--- src/fhc_pkg.sv ---
// Package: constants, register map and carrier types of the flash host controller
package fhc_pkg;
    // Register byte offsets on the AHB-Lite slave
    localparam logic [7:0] FHC_REG_CTRL   = 8'h00;
    localparam logic [7:0] FHC_REG_ADDR   = 8'h04;
    localparam logic [7:0] FHC_REG_WDATA  = 8'h08;
    localparam logic [7:0] FHC_REG_RDATA  = 8'h0C;
    localparam logic [7:0] FHC_REG_STATUS = 8'h10;
    localparam logic [7:0] FHC_REG_IRQ    = 8'h14;
    localparam logic [7:0] FHC_REG_MASK   = 8'h18;
    localparam logic [7:0] FHC_REG_CFG    = 8'h1C;

    // CTRL fields (write one to start)
    localparam int FHC_CTRL_WRITE   = 0;
    localparam int FHC_CTRL_READ    = 1;
    localparam int FHC_CTRL_CLEAR   = 2;
    localparam int FHC_CTRL_POLL    = 3;
    localparam int FHC_CTRL_UNPROT  = 4;
    // CFG fields
    localparam int FHC_CFG_WORD     = 0;
    localparam int FHC_CFG_CE_TOG   = 1;
    localparam int FHC_CFG_UNPROT   = 2;
    // STATUS fields
    localparam int FHC_ST_BUSY      = 0;
    localparam int FHC_ST_DEV_BUSY  = 1;
    localparam int FHC_ST_POLL_FAIL = 2;
    // IRQ event bits
    localparam int FHC_EV_DONE      = 0;
    localparam int FHC_EV_POLL_OK   = 1;
    localparam int FHC_EV_READY     = 2;
    localparam int FHC_NUM_EV       = 3;

    // Reset values
    localparam logic [2:0]  FHC_CFG_RESET  = 3'h1;
    localparam logic [2:0]  FHC_MASK_RESET = 3'h0;

    // Clock and times (ns) with derived cycle counts
    localparam int FHC_CLK_NS        = 5;
    localparam int FHC_T_CYCLE_NS    = 150;   // slowest write and read cycle
    localparam int FHC_T_WPH_NS      = 20;    // strobe high between pulses
    localparam int FHC_T_WP_NS       = 50;    // slowest write pulse width
    localparam int FHC_T_RP_NS       = 500;   // clear pulse width
    localparam int FHC_T_RH_NS       = 50;    // clear high before read
    localparam int FHC_T_RDY_IDLE_NS = 500;
    localparam int FHC_T_RDY_ALG_NS  = 20000;
    localparam int FHC_T_RSP_NS      = 4000;  // elevated level before write
    localparam int FHC_T_BUSY_NS     = 55;    // slowest busy assertion delay
    localparam int FHC_T_ACC_NS      = 150;   // slowest word-mode access

    localparam int FHC_CYC_CYCLE = (FHC_T_CYCLE_NS + FHC_CLK_NS - 1) / FHC_CLK_NS;
    localparam int FHC_CYC_WPH   = (FHC_T_WPH_NS + FHC_CLK_NS - 1) / FHC_CLK_NS;
    localparam int FHC_CYC_WP    = (FHC_T_WP_NS + FHC_CLK_NS - 1) / FHC_CLK_NS;
    localparam int FHC_CYC_RP    = (FHC_T_RP_NS + FHC_CLK_NS - 1) / FHC_CLK_NS;
    localparam int FHC_CYC_RH    = (FHC_T_RH_NS + FHC_CLK_NS - 1) / FHC_CLK_NS;
    localparam int FHC_CYC_RDY_I = (FHC_T_RDY_IDLE_NS + FHC_CLK_NS - 1) / FHC_CLK_NS;
    localparam int FHC_CYC_RDY_A = (FHC_T_RDY_ALG_NS + FHC_CLK_NS - 1) / FHC_CLK_NS;
    localparam int FHC_CYC_RSP   = (FHC_T_RSP_NS + FHC_CLK_NS - 1) / FHC_CLK_NS;
    localparam int FHC_CYC_BUSY  = (FHC_T_BUSY_NS + FHC_CLK_NS - 1) / FHC_CLK_NS;
    localparam int FHC_CYC_ACC   = (FHC_T_ACC_NS + FHC_CLK_NS - 1) / FHC_CLK_NS;
    localparam int FHC_CNT_W     = 13;

    // Bit positions of the toggle bits in the status word
    localparam int FHC_BIT_GTOG  = 6;
    localparam int FHC_BIT_ETOG  = 2;

    // Flash pin group driven by the controller
    typedef struct packed {
        logic        ce_n;
        logic        oe_n;
        logic        we_n;
        logic        clear_n;
        logic        unprot_hi;
        logic        word_sel;
        logic [19:0] addr;
    } fhc_pins_s;

    // Sequencer states
    typedef enum logic [3:0] {
        FHC_IDLE   = 4'b0000,
        FHC_W_LOW  = 4'b0001,
        FHC_W_HIGH = 4'b0010,
        FHC_R_ACC  = 4'b0011,
        FHC_R_END  = 4'b0100,
        FHC_C_LOW  = 4'b0101,
        FHC_C_WAIT = 4'b0110,
        FHC_C_HIGH = 4'b0111,
        FHC_P_RD1  = 4'b1000,
        FHC_P_GAP  = 4'b1001,
        FHC_P_RD2  = 4'b1010,
        FHC_U_SET  = 4'b1011,
        FHC_B_WAIT = 4'b1100
    } fhc_state_e;
endpackage

--- src/fhc_pin_sync.sv ---
// Two-flop synchroniser for pins coming from the flash
`timescale 1ns/1ps
module fhc_pin_sync #(
    parameter int W = 1
) (
    // Clock and reset
    input  wire logic         hclk,
    input  wire logic         hresetn,
    // Pin in, synchronised out
    input  wire logic [W-1:0] pin_in,
    output logic      [W-1:0] pin_sync
);
    logic [W-1:0] stage1;
    logic [W-1:0] next_stage1;
    logic [W-1:0] next_sync;

    // Straight pass; stage1 feeds only the second flop
    always_comb begin
        next_stage1 = pin_in;
        next_sync   = stage1;
    end

    // Register both stages
    always_ff @(posedge hclk or negedge hresetn) begin
        if (!hresetn) begin
            stage1   <= '0;
            pin_sync <= '0;
        end else begin
            stage1   <= next_stage1;
            pin_sync <= next_sync;
        end
    end
endmodule

--- src/fhc_ctrl.sv ---
// Flash host controller: AHB-Lite registers and pin sequencer
`timescale 1ns/1ps
//////////////////////////////////////////////////////////////////////////////
module fhc_ctrl
    import fhc_pkg::*;
(
    // Clock and reset
    input  wire logic        hclk,
    input  wire logic        hresetn,
    // AHB-Lite slave
    input  wire logic        hsel,
    input  wire logic [7:0]  haddr,
    input  wire logic [1:0]  htrans,
    input  wire logic        hwrite,
    input  wire logic [2:0]  hsize,
    input  wire logic [31:0] hwdata,
    input  wire logic        hready,
    output logic             hreadyout,
    output logic             hresp,
    output logic      [31:0] hrdata,
    // Flash pins
    output fhc_pkg::fhc_pins_s pins,
    input  wire logic [15:0] dq_in,
    output logic      [15:0] dq_out,
    output logic             dq_oe_n,
    input  wire logic        busy_indicator_n,
    // Interrupt
    output logic             irq
);
    import fhc_pkg::*;

    //////////////////////////////////////////////////////////////////////////
    // Pin synchronisers
    logic [16:0] sync_in;
    logic [15:0] dq_s;
    logic [15:0] dq_w;
    logic        busy_s;

    fhc_pin_sync #(.W(17)) u_sync (
        .hclk     (hclk),
        .hresetn  (hresetn),
        .pin_in   ({~busy_indicator_n, dq_in}),
        .pin_sync (sync_in)
    );
    // Busy enters inverted, so the flops reset to not busy and no false ready follows reset
    assign dq_s   = sync_in[15:0];
    assign busy_s = sync_in[16];

    //////////////////////////////////////////////////////////////////////////
    // Byte mode: the upper lane carries no data, so it reads as zero
    assign dq_w   = pins.word_sel ? dq_s : {8'h00, dq_s[7:0]};

    //////////////////////////////////////////////////////////////////////////
    // State
    fhc_state_e             state, next_state;
    logic [FHC_CNT_W-1:0]   cnt, next_cnt;
    logic [2:0]             cfg, next_cfg;
    logic [19:0]            addr_r, next_addr_r;
    logic [15:0]            wdata_r, next_wdata_r;
    logic [15:0]            rdata_r, next_rdata_r;
    logic [15:0]            first_r, next_first_r;
    logic [2:0]             stat, next_stat;
    logic [2:0]             mask, next_mask;
    logic                   poll_fail, next_poll_fail;
    logic                   busy_d, next_busy_d;
    logic                   word_d, next_word_d;
    fhc_pins_s              next_pins;
    logic [15:0]            next_dq_out;
    logic                   next_dq_oe_n;
    logic                   wr_ph, next_wr_ph;
    logic [7:0]             wa, next_wa;
    logic [31:0]            next_hrdata;
    logic [2:0]             ev;
    logic                   bus_wr;
    logic [31:0]            rd_mux;
    logic                   run_cmd;

    //////////////////////////////////////////////////////////////////////////
    // Bus slave; always zero wait states, OKAY answers
    assign hreadyout = 1'b1;
    assign hresp     = 1'b0;
    assign bus_wr    = wr_ph;
    assign irq       = |(stat & mask);
    assign run_cmd   = bus_wr && (wa == FHC_REG_CTRL) && (state == FHC_IDLE);

    // Read mux, unmapped reads give zero
    always_comb begin
        rd_mux = 32'h0000_0000;
        case (haddr)
            FHC_REG_CTRL:   rd_mux = 32'h0000_0000;
            FHC_REG_ADDR:   rd_mux = {12'h000, addr_r};
            FHC_REG_WDATA:  rd_mux = {16'h0000, wdata_r};
            FHC_REG_RDATA:  rd_mux = {16'h0000, rdata_r};
            FHC_REG_STATUS: rd_mux = {29'h0, poll_fail, busy_s, state != FHC_IDLE};
            FHC_REG_IRQ:    rd_mux = {29'h0, stat};
            FHC_REG_MASK:   rd_mux = {29'h0, mask};
            FHC_REG_CFG:    rd_mux = {29'h0, cfg};
            default:        rd_mux = 32'h0000_0000;
        endcase
    end

    // Address-phase capture and register updates
    always_comb begin
        next_wr_ph  = hsel && hready && htrans[1] && hwrite;
        next_wa     = haddr;
        next_hrdata = (hsel && hready && htrans[1] && !hwrite) ? rd_mux : hrdata;
        next_cfg    = cfg;
        next_mask   = mask;
        next_addr_r = addr_r;
        next_wdata_r = wdata_r;
        // Writes land at the data-phase edge, one cycle after the address
        if (bus_wr) begin
            case (wa)
                FHC_REG_ADDR:  next_addr_r  = hwdata[19:0];
                FHC_REG_WDATA: next_wdata_r = hwdata[15:0];
                FHC_REG_MASK:  next_mask    = hwdata[2:0];
                FHC_REG_CFG:   next_cfg     = hwdata[2:0];
                default:       next_cfg     = cfg;
            endcase
        end
        // Set wins over write-one-to-clear
        next_stat = stat;
        if (bus_wr && wa == FHC_REG_IRQ) begin
            next_stat = stat & ~hwdata[2:0];
        end
        next_stat = next_stat | ev;
    end

    // Bus-side registers; CTRL is not stored, it only starts the sequencer
    always_ff @(posedge hclk or negedge hresetn) begin
        if (!hresetn) begin
            wr_ph   <= 1'b0;
            wa      <= 8'h00;
            hrdata  <= 32'h0000_0000;
            cfg     <= FHC_CFG_RESET;
            mask    <= FHC_MASK_RESET;
            addr_r  <= 20'h00000;
            wdata_r <= 16'h0000;
            stat    <= 3'h0;
        end else begin
            wr_ph   <= next_wr_ph;
            wa      <= next_wa;
            hrdata  <= next_hrdata;
            cfg     <= next_cfg;
            mask    <= next_mask;
            addr_r  <= next_addr_r;
            wdata_r <= next_wdata_r;
            stat    <= next_stat;
        end
    end

    //////////////////////////////////////////////////////////////////////////
    // Pin sequencer
    always_comb begin
        // Defaults hold pins other than unprot_hi, and outputs; the counter runs down and stops at zero
        next_state     = state;
        next_cnt       = (cnt != '0) ? cnt - 1'b1 : cnt;
        next_pins      = pins;
        next_dq_out    = dq_out;
        next_dq_oe_n   = dq_oe_n;
        next_rdata_r   = rdata_r;
        next_first_r   = first_r;
        next_poll_fail = poll_fail;
        next_busy_d    = busy_s;
        next_word_d    = cfg[FHC_CFG_WORD];
        ev             = 3'h0;
        next_pins.unprot_hi = cfg[FHC_CFG_UNPROT] || (state == FHC_U_SET);
        // Busy release: next access allowed at once
        if (busy_d && !busy_s) begin
            ev[FHC_EV_READY] = 1'b1;
        end
        case (state)
            // Idle: all strobes high, data bus released
            FHC_IDLE: begin
                next_pins.ce_n = 1'b1;
                next_pins.oe_n = 1'b1;
                next_pins.we_n = 1'b1;
                next_dq_oe_n   = 1'b1;
                // Width pin moves only between accesses, never inside one
                next_pins.word_sel = cfg[FHC_CFG_WORD];
                if (run_cmd) begin
                    // Priority: clear, unprotect setup, write, then read or poll
                    next_pins.addr = addr_r;
                    if (hwdata[FHC_CTRL_CLEAR]) begin
                        next_pins.clear_n = 1'b0;
                        next_cnt   = FHC_CNT_W'(FHC_CYC_RP);
                        next_state = FHC_C_LOW;
                    end else if (hwdata[FHC_CTRL_UNPROT]) begin
                        next_pins.unprot_hi = 1'b1;
                        next_cnt   = FHC_CNT_W'(FHC_CYC_RSP);
                        next_state = FHC_U_SET;
                    end else if (hwdata[FHC_CTRL_WRITE]) begin
                        next_pins.ce_n = 1'b0;
                        next_pins.we_n = 1'b0;
                        next_dq_out    = cfg[FHC_CFG_WORD] ? wdata_r : {8'h00, wdata_r[7:0]};
                        next_dq_oe_n   = 1'b0;
                        next_cnt   = FHC_CNT_W'(FHC_CYC_WP);
                        next_state = FHC_W_LOW;
                    end else if (hwdata[FHC_CTRL_READ] || hwdata[FHC_CTRL_POLL]) begin
                        next_pins.ce_n = 1'b0;
                        next_pins.oe_n = 1'b0;
                        next_poll_fail = 1'b0;
                        // Word switch needs the longer access delay
                        next_cnt   = FHC_CNT_W'(FHC_CYC_ACC + 2);
                        next_state = hwdata[FHC_CTRL_POLL] ? FHC_P_RD1 : FHC_R_ACC;
                    end
                end
            end
            // Elevated level held for the setup time before any write
            FHC_U_SET: if (cnt == '0) begin
                ev[FHC_EV_DONE] = 1'b1;
                next_state = FHC_IDLE;
            end
            // Strobe low for the pulse width, data driven
            FHC_W_LOW: if (cnt == '0) begin
                next_pins.we_n = 1'b1;
                next_cnt   = FHC_CNT_W'(FHC_CYC_CYCLE - FHC_CYC_WP);
                next_state = FHC_W_HIGH;
            end
            // Rest of the cycle with strobe high, select still low
            FHC_W_HIGH: if (cnt == '0) begin
                next_pins.ce_n = 1'b1;
                next_dq_oe_n   = 1'b1;
                // Gap keeps strobe high before any next pulse
                next_cnt   = FHC_CNT_W'(FHC_CYC_WPH + FHC_CYC_BUSY + 2);
                next_state = FHC_B_WAIT;
            end
            // Busy pin may take this long to fall; no new strobe before it
            FHC_B_WAIT: if (cnt == '0) begin
                ev[FHC_EV_DONE] = 1'b1;
                next_state = FHC_IDLE;
            end
            // Access time over: take data through the synchroniser
            FHC_R_ACC, FHC_P_RD1, FHC_P_RD2: if (cnt == '0) begin
                next_pins.ce_n = 1'b1;
                next_pins.oe_n = 1'b1;
                // Data sampled through the synchroniser, stable by now
                next_cnt = FHC_CNT_W'(FHC_CYC_WPH);
                if (state == FHC_R_ACC) begin
                    next_rdata_r = dq_w;
                    next_state   = FHC_R_END;
                end else if (state == FHC_P_RD1) begin
                    // Strobe-split polls keep select low through the gap
                    next_pins.ce_n = cfg[FHC_CFG_CE_TOG];
                    next_first_r = dq_w;
                    next_state   = FHC_P_GAP;
                end else begin
                    next_rdata_r = dq_w;
                    // Equal toggle bit 6 in both reads means the algorithm is over
                    if (dq_s[FHC_BIT_GTOG] == first_r[FHC_BIT_GTOG]) begin
                        ev[FHC_EV_POLL_OK] = 1'b1;
                    end else begin
                        next_poll_fail = 1'b1;
                    end
                    next_state = FHC_R_END;
                end
            end
            // Gap between the two status reads
            FHC_P_GAP: if (cnt == '0) begin
                // Split reads by select or by read strobe only
                next_pins.ce_n = 1'b0;
                next_pins.oe_n = 1'b0;
                next_cnt   = FHC_CNT_W'(FHC_CYC_CYCLE + 2);
                next_state = FHC_P_RD2;
            end else if (!cfg[FHC_CFG_CE_TOG]) begin
                next_pins.ce_n = 1'b0;
            end
            // Select high time before the done event
            FHC_R_END: if (cnt == '0) begin
                ev[FHC_EV_DONE] = 1'b1;
                next_state = FHC_IDLE;
            end
            // Clear pulse low for its minimum width
            FHC_C_LOW: if (cnt == '0) begin
                next_pins.clear_n = 1'b1;
                // Wait covers both the idle and the algorithm case
                next_cnt   = busy_s ? FHC_CNT_W'(FHC_CYC_RDY_A)
                                    : FHC_CNT_W'(FHC_CYC_RDY_I);
                next_state = FHC_C_WAIT;
            end
            // Recovery, long if an algorithm was aborted
            FHC_C_WAIT: if (cnt == '0) begin
                next_cnt   = FHC_CNT_W'(FHC_CYC_RH);
                next_state = FHC_C_HIGH;
            end
            // Clear high before the first read
            FHC_C_HIGH: if (cnt == '0) begin
                ev[FHC_EV_DONE] = 1'b1;
                next_state = FHC_IDLE;
            end
            default: next_state = FHC_IDLE;
        endcase
    end

    // Register the sequencer
    // Reset drives every strobe high, so the flash sees no access meanwhile
    always_ff @(posedge hclk or negedge hresetn) begin
        if (!hresetn) begin
            state     <= FHC_IDLE;
            cnt       <= '0;
            pins      <= '{ce_n: 1'b1, oe_n: 1'b1, we_n: 1'b1, clear_n: 1'b1,
                           unprot_hi: 1'b0, word_sel: 1'b1, addr: 20'h00000};
            dq_out    <= 16'h0000;
            dq_oe_n   <= 1'b1;
            rdata_r   <= 16'h0000;
            first_r   <= 16'h0000;
            poll_fail <= 1'b0;
            busy_d    <= 1'b0;
            word_d    <= 1'b1;
        end else begin
            state     <= next_state;
            cnt       <= next_cnt;
            pins      <= next_pins;
            dq_out    <= next_dq_out;
            dq_oe_n   <= next_dq_oe_n;
            rdata_r   <= next_rdata_r;
            first_r   <= next_first_r;
            poll_fail <= next_poll_fail;
            busy_d    <= next_busy_d;
            word_d    <= next_word_d;
        end
    end
endmodule

--- config.mk ---
export PLATFORM = sky130hd
export DESIGN_NAME = fhc_ctrl
export DESIGN_NICKNAME = d
export VERILOG_FILES = /design/src/fhc_pkg.sv /design/src/fhc_pin_sync.sv /design/src/fhc_ctrl.sv
export SDC_FILE = /design/constraint.sdc
export NUM_CORES = 1
export LEC_CHECK = 0
export ABC_AREA = 1
export BUFFER_PORTS_ARGS = -buffer_cell sky130_fd_sc_hd__buf_2
export CAP_MARGIN = 40
export CORE_MARGIN = 8
export CORE_UTILIZATION = 60
export CTS_BUF_LIST = sky130_fd_sc_hd__clkbuf_2
export CTS_CLUSTER_SIZE = 20
export DETAILED_ROUTE_END_ITERATION = 8
export HOLD_SLACK_MARGIN = 0.15
export PLACE_DENSITY = 0.83
export SLEW_MARGIN = 30
export SYNTH_ARGS = -nofsm -noshare
export SYNTH_HDL_FRONTEND = slang
export SYNTH_SLANG_ARGS = --single-unit
--- constraint.sdc ---
create_clock -name hclk -period 3.35 [get_ports hclk]
set_input_delay 0.335 -clock hclk [delete_from_list [all_inputs] [get_ports hclk]]
set_output_delay 0.335 -clock hclk [all_outputs]
set_load 0.02 [all_outputs]
==> results of run 1 <==
## power by group through the flow
stage,logic [µW],registers [µW],clock network [µW]
4_1_cts,1840,2610,1180
3_5_place_dp,1770,2650,0
5_1_grt,2070,2640,1270
2_1_floorplan,1330,2630,0
3_3_place_gp,1740,2650,0
6_report,1880,2610,1170
## area by class of cell
class	count	share of cell area, %
Inverter	79	3.004
Timing Repair Buffer	189	13.42
Antenna cell	1	0.02503
Clock buffer	18	0.9011
Tap cell	180	2.253
Sequential cell	187	46.90
Clock inverter	14	1.602
Multi-Input combinational cell	690	31.90
## flip-flops by register name (all words and copies together), names as in the netlist
signal,flops
wa,8
wdata_r,16
rdata_r,16
state,4
stat,3
poll_fail,1
addr_r,20
hrdata,20
mask,3
first_r,1
pins,26
bus_wr,1
cnt,13
u_sync.next_sync,17
u_sync.pin_sync,17
dq_out,16
dq_oe_n,1
busy_d,1
cfg,3
## Yosys cell counts (all sizes together), types with 2 or more instances
cell type | instances | area share [%]
dfstp | 7 | 2.2
ha | 3 | 0.45
nand3 | 71 | 4.4
clkbuf | 9 | 0.40
nor4 | 3 | 0.30
o31ai | 6 | 0.54
buf | 32 | 2.7
dfrtp | 180 | 54
inv | 78 | 3.5
xnor2 | 4 | 0.42
o211ai | 2 | 0.18
nand2 | 367 | 17
o21ai | 77 | 4.6
nor2 | 84 | 4.6
mux2 | 5 | 0.67
nand3b | 2 | 0.18
o22ai | 4 | 0.30
nand4 | 5 | 0.37
a21oi | 26 | 1.6
nor3 | 10 | 0.98
conb | 2 | 0.089
## stage by stage
stage / total power (µW) / cell area (µm²) / hold WS, ns
floorplan: 3962 / 8437 / 0.03941
global placement: 4390 / 9032 / 0.3329
detailed placement: 4424 / 9044 / 0.3347
CTS: 5640 / 9995 / 0.1521
global route: 5980 / 9997 / 0.1659
finish: 5659 / 9997 / 0.2205
## layer usage
layer  wire (µm)  GRT usage, %  up-vias
met5           0             0        -
met4         527         8.983        0
met3        1841         5.946       44
met2       10180         39.57      326
met1        9296         32.01     3411
li1            -             -     3470
## cell families after synthesis
kind of cell             after synthesis  synth area share, %
XOR/XNOR                               5               0.5218
adder cells (fa/ha/maj)                3               0.4473
buffers and inverters                120                6.665
other                                  2              0.08949
flip-flops                           187                55.87
multiplexers                           5               0.6709
AND/OR/NAND/NOR                      544                28.19
AO/OA/AOI/OAI                        119                7.544
## how the worst max path moves through the flow
stage / slack, ns / endpoint / cells past startpoint
finish: 0.98 / cnt[7] / 10
global route: 0.87 / cnt[11] / 10
CTS: 1.03 / cnt[7] / 10
detailed placement: 1.06 / cnt[7] / 10
global placement: 1.14 / rdata_r[3] / 8
floorplan: 1.61 / cnt[0] / 9
## what timing repair did
item / in CTS / in global routing
endpoints found under the hold margin: 268 / 0
resized for setup: 0 / 0
hold buffers: 69 / 0
==> results.json, run 1 <==
{
  "clockBufferDepth": 2,
  "synthCells": 985,
  "dr.first_iter.drc_count": 831,
  "synth.distinct_cells": 46,
  "syn-cell-area_um2": 8392,
  "layout_commonest_cell": "nand2_1",
  "post_cts_buffers": 0,
  "fin_tns_setup_ns": 0,
  "min_path_type": "input port to flip-flop",
  "synth-main-ff-cell": "dfrtp_1",
  "skew_ns": 0.03950,
  "routed_wirelength_um": 21840,
  "io_buffers": 114,
  "synth-async-reset-ratio_pct": 100.0,
  "regToRegEndpoint": "cnt[7]",
  "fmax_mhz": 421.4,
  "outcome": "finished, final reports clean",
  "cp.arrival_ns": 3.10,
  "slew_headroom_pct": 47.43,
  "switchingPower_uw": 2210,
  "wl_per_cell_um": 16.08,
  "grt.overflow.total": 0,
  "syn-mean-instance-area_um2": 8.520,
  "synth_edf_count": 0,
  "max_stage_delay_ns": 0.46,
  "crit_family": "simple AND/OR/NAND/NOR gates",
  "cts-htree-levels": 4,
  "reg2reg_depth": 10,
  "grt_pass1_vias": 7082,
  "fin_util_pct": 72.58,
  "crit_start": "cnt[0]",
  "hpwl_um": 15130,
  "clkPwrFrac_pct": 20.6,
  "grt_util_all_layers_pct": 24.69,
  "final_cell_mix": "nand2_1 (348), dfrtp_1 (180), buf_2 (113)",
  "cpMostUsedCell": "nand2_1",
  "fin_cells": 1358,
  "path_buf_inv": 2,
  "worstSetupPathType": "flip-flop to flip-flop",
  "fin_crit_ns": 2.373,
  "cts_tree": "done",
  "rows": 43,
  "critPathMaxFanout": 16,
  "max_cap_violations": 0,
  "comb_power_share_pct": 33.2,
  "worst_setup_path_end_kind": "flip-flop",
  "seqCellArea_um2": 4688,
  "rsz0062_at_grt": "no",
  "initial_utilization_pct": 60.93,
  "core_um2": 13770,
  "place_inst": 1256,
  "die_w_um": 134.3,
  "finalHoldViolations": 0,
  "post-route-period-util_pct": 70.83,
  "hold_path_end": "wa[0]",
  "power.density_nw_per_um2": 566.1,
  "crit_slowest_cell": "dfrtp_1",
  "grt_pass1_wl_um": 35250,
  "post-place-ws_ns": 1.058,
  "fin_nets": 1234,
  "power.internal_uw": 3449,
  "via_per_inst": 5.339,
  "ys_warn_count": 0,
  "fill_cells": 1076,
  "synth-seq-area-share_pct": 55.87,
  "start_kind": "flip-flop",
  "drv_slew": 0,
  "hold_depth": 2,
  "antenna_left": 0,
  "place.gp.congestion": 0.9407,
  "drcViolationCount": 0,
  "ys_ff_latch": 187,
  "p_seq_share_pct": 46.2,
  "ir_drop_v": 0.0004157,
  "cts_sinks": 187,
  "reg2reg_slack_ns": 0.98,
  "multi_input_area_um2": 3189,
  "setup_viol": 0,
  "antenna_found_initial": 1,
  "area_growth_pct": 19.13,
  "die-area_um2": 18030,
  "clock_latency_ns": 0.78,
  "dr.pass1.iters": 6,
  "vias": 7251,
  "grt_max_degree": 57,
  "cp.required_ns": 4.07,
  "hold_start": "haddr[0]",
  "drive_above_1_share_pct": 18.27,
  "die_y_um": 134.3,
  "p_leak_uw": 0.005394,
  "clock-root-buffer": "clkbuf_2",
  "io_pins": 145,
  "r2r-start": "cnt[0]",
  "cts_made_buffers": 17,
  "p_sw_share_pct": 39.06,
  "fin_ws_ns": 0.9771,
  "worstPathCellList": "inv_1 > ha_1 > nand2_2 > nor2_1 > nand2_2 > clkinv_2 > nand2_1 > nor2_1 > nand2_1 > nand2_1",
  "clkTransAtPathRegs_ns": 0.24,
  "tightest_slew_ns": 0.7877
}
Note: power is estimated with default switching activity, not from simulation.
==> run 2: changes to the inputs <==
CORE_UTILIZATION = 53   (was 60)
PLACE_DENSITY = 0.77   (was 0.83)
clock period = 2.1 ns   (was 3.35 ns; I/O delays follow)
==> run 2 against run 1 <==
Compared with the run above: sequential cell count unchanged; clock skew shrank 0.011 ns; cell count grew 4.4%; hold slack improved by 0.00066 ns; clock power rose by 60%; critical path depth shrank 9; die area increased by 12%; sequential power increased by 60%; sequential share of layout area shrank 1.2 points; critical endpoint is now pins[20].
==> results.json, run 2 (synthesis gave the netlist of run 1 again) <==
{
  "ir_drop_v": 0.0007040,
  "cts_made_buffers": 17,
  "io_buffers": 114,
  "clock_latency_ns": 0.78,
  "fin_nets": 1259,
  "place_inst": 1308,
  "skew_ns": 0.02812,
  "grt_util_all_layers_pct": 22.83,
  "antenna_left": 0,
  "worst_setup_path_end_kind": "output pin",
  "start_kind": "flip-flop",
  "crit_family": "flip-flops",
  "whs_ns": 0.2211,
  "dr.first_iter.drc_count": 610,
  "slew_headroom_pct": 48.39,
  "drv_slew": 0,
  "grt_pass1_vias": 7168,
  "drive_above_1_share_pct": 19.13,
  "rows": 46,
  "largest_registers": "pins: 26 flops, addr_r: 20 flops, hrdata: 20 flops",
  "place.gp.congestion": 0.9230,
  "grt_max_degree": 66,
  "fin_crit_ns": 1.915,
  "dr.pass1.iters": 5,
  "final_cell_mix": "nand2_1 (348), dfrtp_1 (180), buf_2 (113)",
  "diodes": 0,
  "tightest_slew_ns": 0.7733,
  "io_pins": 145,
  "finalPower_uw": 9107,
  "max_stage_delay_ns": 0.73,
  "p_leak_uw": 0.005514,
  "die-area_um2": 20120,
  "outcome": "finished, final reports clean",
  "cts-htree-levels": 4,
  "routed_wirelength_um": 22000,
  "post_cts_buffers": 0,
  "worstPathCellList": "buf_2",
  "largest_register_ffs": 26,
  "layout_commonest_cell": "nand2_1",
  "grt.overflow.total": 0,
  "clockBufferDepth": 2,
  "critPathMaxFanout": 10,
  "crit_slowest_cell": "dfstp_2",
  "min_path_type": "input port to flip-flop",
  "path_buf_inv": 1,
  "max_cap_violations": 0,
  "drcViolationCount": 0,
  "clock-root-buffer": "clkbuf_2",
  "area_growth_pct": 22.14,
  "wl_per_cell_um": 15.52,
  "fin_cells": 1418,
  "post-route-period-util_pct": 91.20,
  "clkTransAtPathRegs_ns": 0.28,
  "vias": 7279,
  "die_y_um": 141.8,
  "initial_utilization_pct": 53.60,
  "fin_util_pct": 65.47,
  "cts_tree": "done",
  "fin_tns_setup_ns": 0,
  "fmax_mhz": 522.2,
  "worstSetupPathType": "flip-flop to output pin",
  "largest_register": "pins",
  "setup_viol": 0,
  "cp.required_ns": 1.89,
  "via_per_inst": 5.133,
  "core_um2": 15660,
  "cp.arrival_ns": 1.71,
  "antenna_found_initial": 0,
  "hpwl_um": 15580,
  "finalHoldViolations": 0,
  "die_w_um": 141.8,
  "power.density_nw_per_um2": 888.5,
  "rsz0062_at_grt": "no",
  "grt_pass1_wl_um": 36390,
  "cts_sinks": 187
}
[run 2: final timing paths]
path                                      start                   to  slack [ns]  cells past startpoint
min in group asynchronous               hresetn             state[2]        0.47                      3
setup reg to reg                         cnt[0]             state[2]        0.22                     11
max in group asynchronous               hresetn             pins[20]        0.92                      4
hold / removal                       hwdata[13]           addr_r[13]        0.22                      4
setup / recovery                       pins[20]             pins[20]        0.18                      1
hold reg to reg            u_sync.next_sync[16]  u_sync.pin_sync[16]        0.38                      0
[run 2: metrics by stage]
| step | worst slack, ns | cell area [µm²] |
|---|---|---|
| after global placement | 0.2686 | 9218 |
| after detailed placement | 0.2133 | 9218 |
| final | 0.1849 | 10250 |
| after global routing | 0.06329 | 10250 |
| after floorplan | 0.3557 | 8437 |
| after CTS | 0.1148 | 10250 |
[run 2: layout make-up]
type                       count  area (µm²)
multi-input combinational    690        3189
clock inverter                14       161.4
fill                        1328        5405
tap                          216       270.3
timing repair buffer         214        1550
inverter                      79       300.3
sequential                   187        4688
clock buffer                  18       90.09
[run 2: report_power, final]
| group | switching, µW | internal (µW) | total [µW] |
|---|---|---|---|
| combinational | 1990 | 1060 | 3050 |
| clock | 1290 | 585 | 1870 |
| sequential | 267 | 3910 | 4180 |
| total | 3550 | 5560 | 9110 |
[run 2: what timing repair did]
item	4_1_cts	5_1_grt
hold buffers	78	0
endpoints found under the hold margin	314	0
gates resized for setup	0	0
[run 2: metal layers]
metal | track usage, % | vias to the layer above | share of wire (%)
met5 | 0 | - | 0
met4 | 7.575 | 0 | 1.9
met3 | 5.074 | 40 | 7.7
met2 | 36.92 | 288 | 47
met1 | 29.91 | 3427 | 44
li1 | - | 3524 | -
==> run 3: changes to the inputs <==
BUFFER_PORTS_ARGS = -buffer_cell sky130_fd_sc_hd__buf_4   (was -buffer_cell sky130_fd_sc_hd__buf_2)
PLACE_DENSITY = default   (was 0.77)
PLACE_DENSITY_LB_ADDON = 0.15   (was default)
SLEW_MARGIN = default   (was 30)
==> run 3 against run 2 <==
Compared with the run above: die area unchanged; critical path type is now flip-flop to flip-flop; critical path depth is 9 higher; fmax up 0.10%.
==> results.json, run 3 (synthesis gave the netlist of run 1 again) <==
{
  "cp.arrival_ns": 2.58,
  "die_y_um": 141.8,
  "ir_drop_v": 0.0006340,
  "worst_setup_path_end_kind": "flip-flop",
  "post_dp_cell_area_um2": 9500,
  "finalPower_uw": 9224,
  "largest_register": "pins",
  "clock_latency_ns": 0.76,
  "place_inst": 1308,
  "grt.overflow.total": 0,
  "fin_ws_ns": 0.1868,
  "tightest_slew_ns": 0.7986,
  "skew_ns": 0.02425,
  "io_pins": 145,
  "core_um2": 15660,
  "cts_tree": "done",
  "setup_viol": 0,
  "design_area_um2": 10590,
  "crit_start": "cnt[0]",
  "largest_register_ffs": 26,
  "routed_wirelength_um": 22060,
  "multi_input_area_um2": 3199,
  "critPathMaxFanout": 6,
  "fin_tns_setup_ns": 0,
  "fmax_mhz": 522.7,
  "seqCellArea_um2": 4688,
  "crit_end": "cnt[10]",
  "antenna_found_initial": 1,
  "grt_util_all_layers_pct": 22.70,
  "clockBufferDepth": 2,
  "area_growth_pct": 26.20,
  "clkTransAtPathRegs_ns": 0.25,
  "fin_nets": 1260,
  "place.gp.congestion": 0.9098,
  "rows": 46,
  "die_w_um": 141.8,
  "dr.pass1.iters": 5,
  "reg2reg_depth": 10,
  "drcViolationCount": 0,
  "io_buffers": 114,
  "power.density_nw_per_um2": 871.0,
  "final_cell_mix": "nand2_1 (348), dfrtp_1 (180), buf_4 (133)",
  "p_leak_uw": 0.005584,
  "dr.first_iter.drc_count": 681,
  "fin_crit_ns": 1.913,
  "wl_per_cell_um": 15.54,
  "min_path_type": "input port to flip-flop",
  "slew_headroom_pct": 46.70,
  "cp.required_ns": 2.77,
  "post-route-period-util_pct": 91.10,
  "vias": 7240,
  "start_kind": "flip-flop",
  "fin_cells": 1420,
  "reg2reg_slack_ns": 0.19,
  "worstSetupPathType": "flip-flop to flip-flop",
  "layout_commonest_cell": "nand2_1",
  "finalHoldViolations": 0,
  "drv_slew": 0,
  "grt_max_degree": 52,
  "fill_cells": 1331,
  "initial_utilization_pct": 53.60,
  "grt_pass1_vias": 7003,
  "antenna_left": 0,
  "via_per_inst": 5.099,
  "hpwl_um": 15830,
  "clock-root-buffer": "clkbuf_2",
  "cts-htree-levels": 4,
  "die-area_um2": 20120,
  "largest_registers": "pins: 26 flops, addr_r: 20 flops, hrdata: 20 flops",
  "regToRegEndpoint": "cnt[10]",
  "rsz0062_at_grt": "no",
  "r2r-start": "cnt[0]",
  "post-place-ws_ns": 0.1489,
  "drive_above_1_share_pct": 19.29,
  "outcome": "finished, final reports clean",
  "max_cap_violations": 0,
  "cts_sinks": 187,
  "cts_made_buffers": 17,
  "grt_pass1_wl_um": 35880
}
[run 3: worst min path at each step]
stage / start / to / cells past startpoint
after floorplan: hresetn / addr_r[0] / 0
after global placement: hresetn / u_sync.next_sync[16] / 1
after detailed placement: hresetn / u_sync.next_sync[16] / 1
after CTS: hsel / bus_wr / 4
after global routing: hwdata[16] / addr_r[16] / 3
final: hwdata[16] / addr_r[16] / 3
[run 3: per-stage QoR]
stage	util, %	hold slack, ns
final	67.65	0.2257
after global routing	67.65	0.1789
after CTS	67.57	0.1595
after detailed placement	60.69	0.2205
after global placement	60.69	0.2180
after floorplan	-	-0.08559
[run 3: worst max-delay path, stage by stage (launching register included)]
cell      delay [ns]
dfrtp_1         0.46
inv_1           0.08
ha_1            0.22
nand2_2         0.11
nor2_1          0.21
nand2_2         0.11
buf_4           0.17
nand2_1         0.19
nand3b_1        0.14
nand2_1         0.09
nand2_1         0.05
[run 3: layout make-up]
type,count,share of cell area [%]
diodes,1,0.02363
clock buffers,17,0.8034
clock inverters,15,1.737
inverters,79,2.836
multi-input cells,690,30.21
flip-flops and latches,187,44.27
well taps,216,2.552
repair buffers,215,17.57
[run 3: what timing repair did]
item | CTS | global route
resized for setup | 0 | 3
hold endpoints to repair | 315 | 0
setup endpoints to repair | 0 | 7
hold buffers | 79 | 0
buffers inserted | 0 | 0
[run 3: routing by layer]
metal / part of all wire [%] / up-vias / wire length, µm / global-route usage, %
met2: 47 / 240 / 10340 / 36.34
met1: 45 / 3446 / 9962 / 30.55
met4: 1.7 / 0 / 374 / 7.518
met3: 6.3 / 34 / 1389 / 4.267
li1: - / 3520 / - / -
met5: 0 / - / 0 / 0
[run 3: where the power goes]
group / leakage, µW / switching, µW / internal [µW]
combinational: 0.00319 / 2000 / 1120
clock: 0.000152 / 1320 / 598
sequential: 0.00224 / 277 / 3910
total: 0.00558 / 3600 / 5630
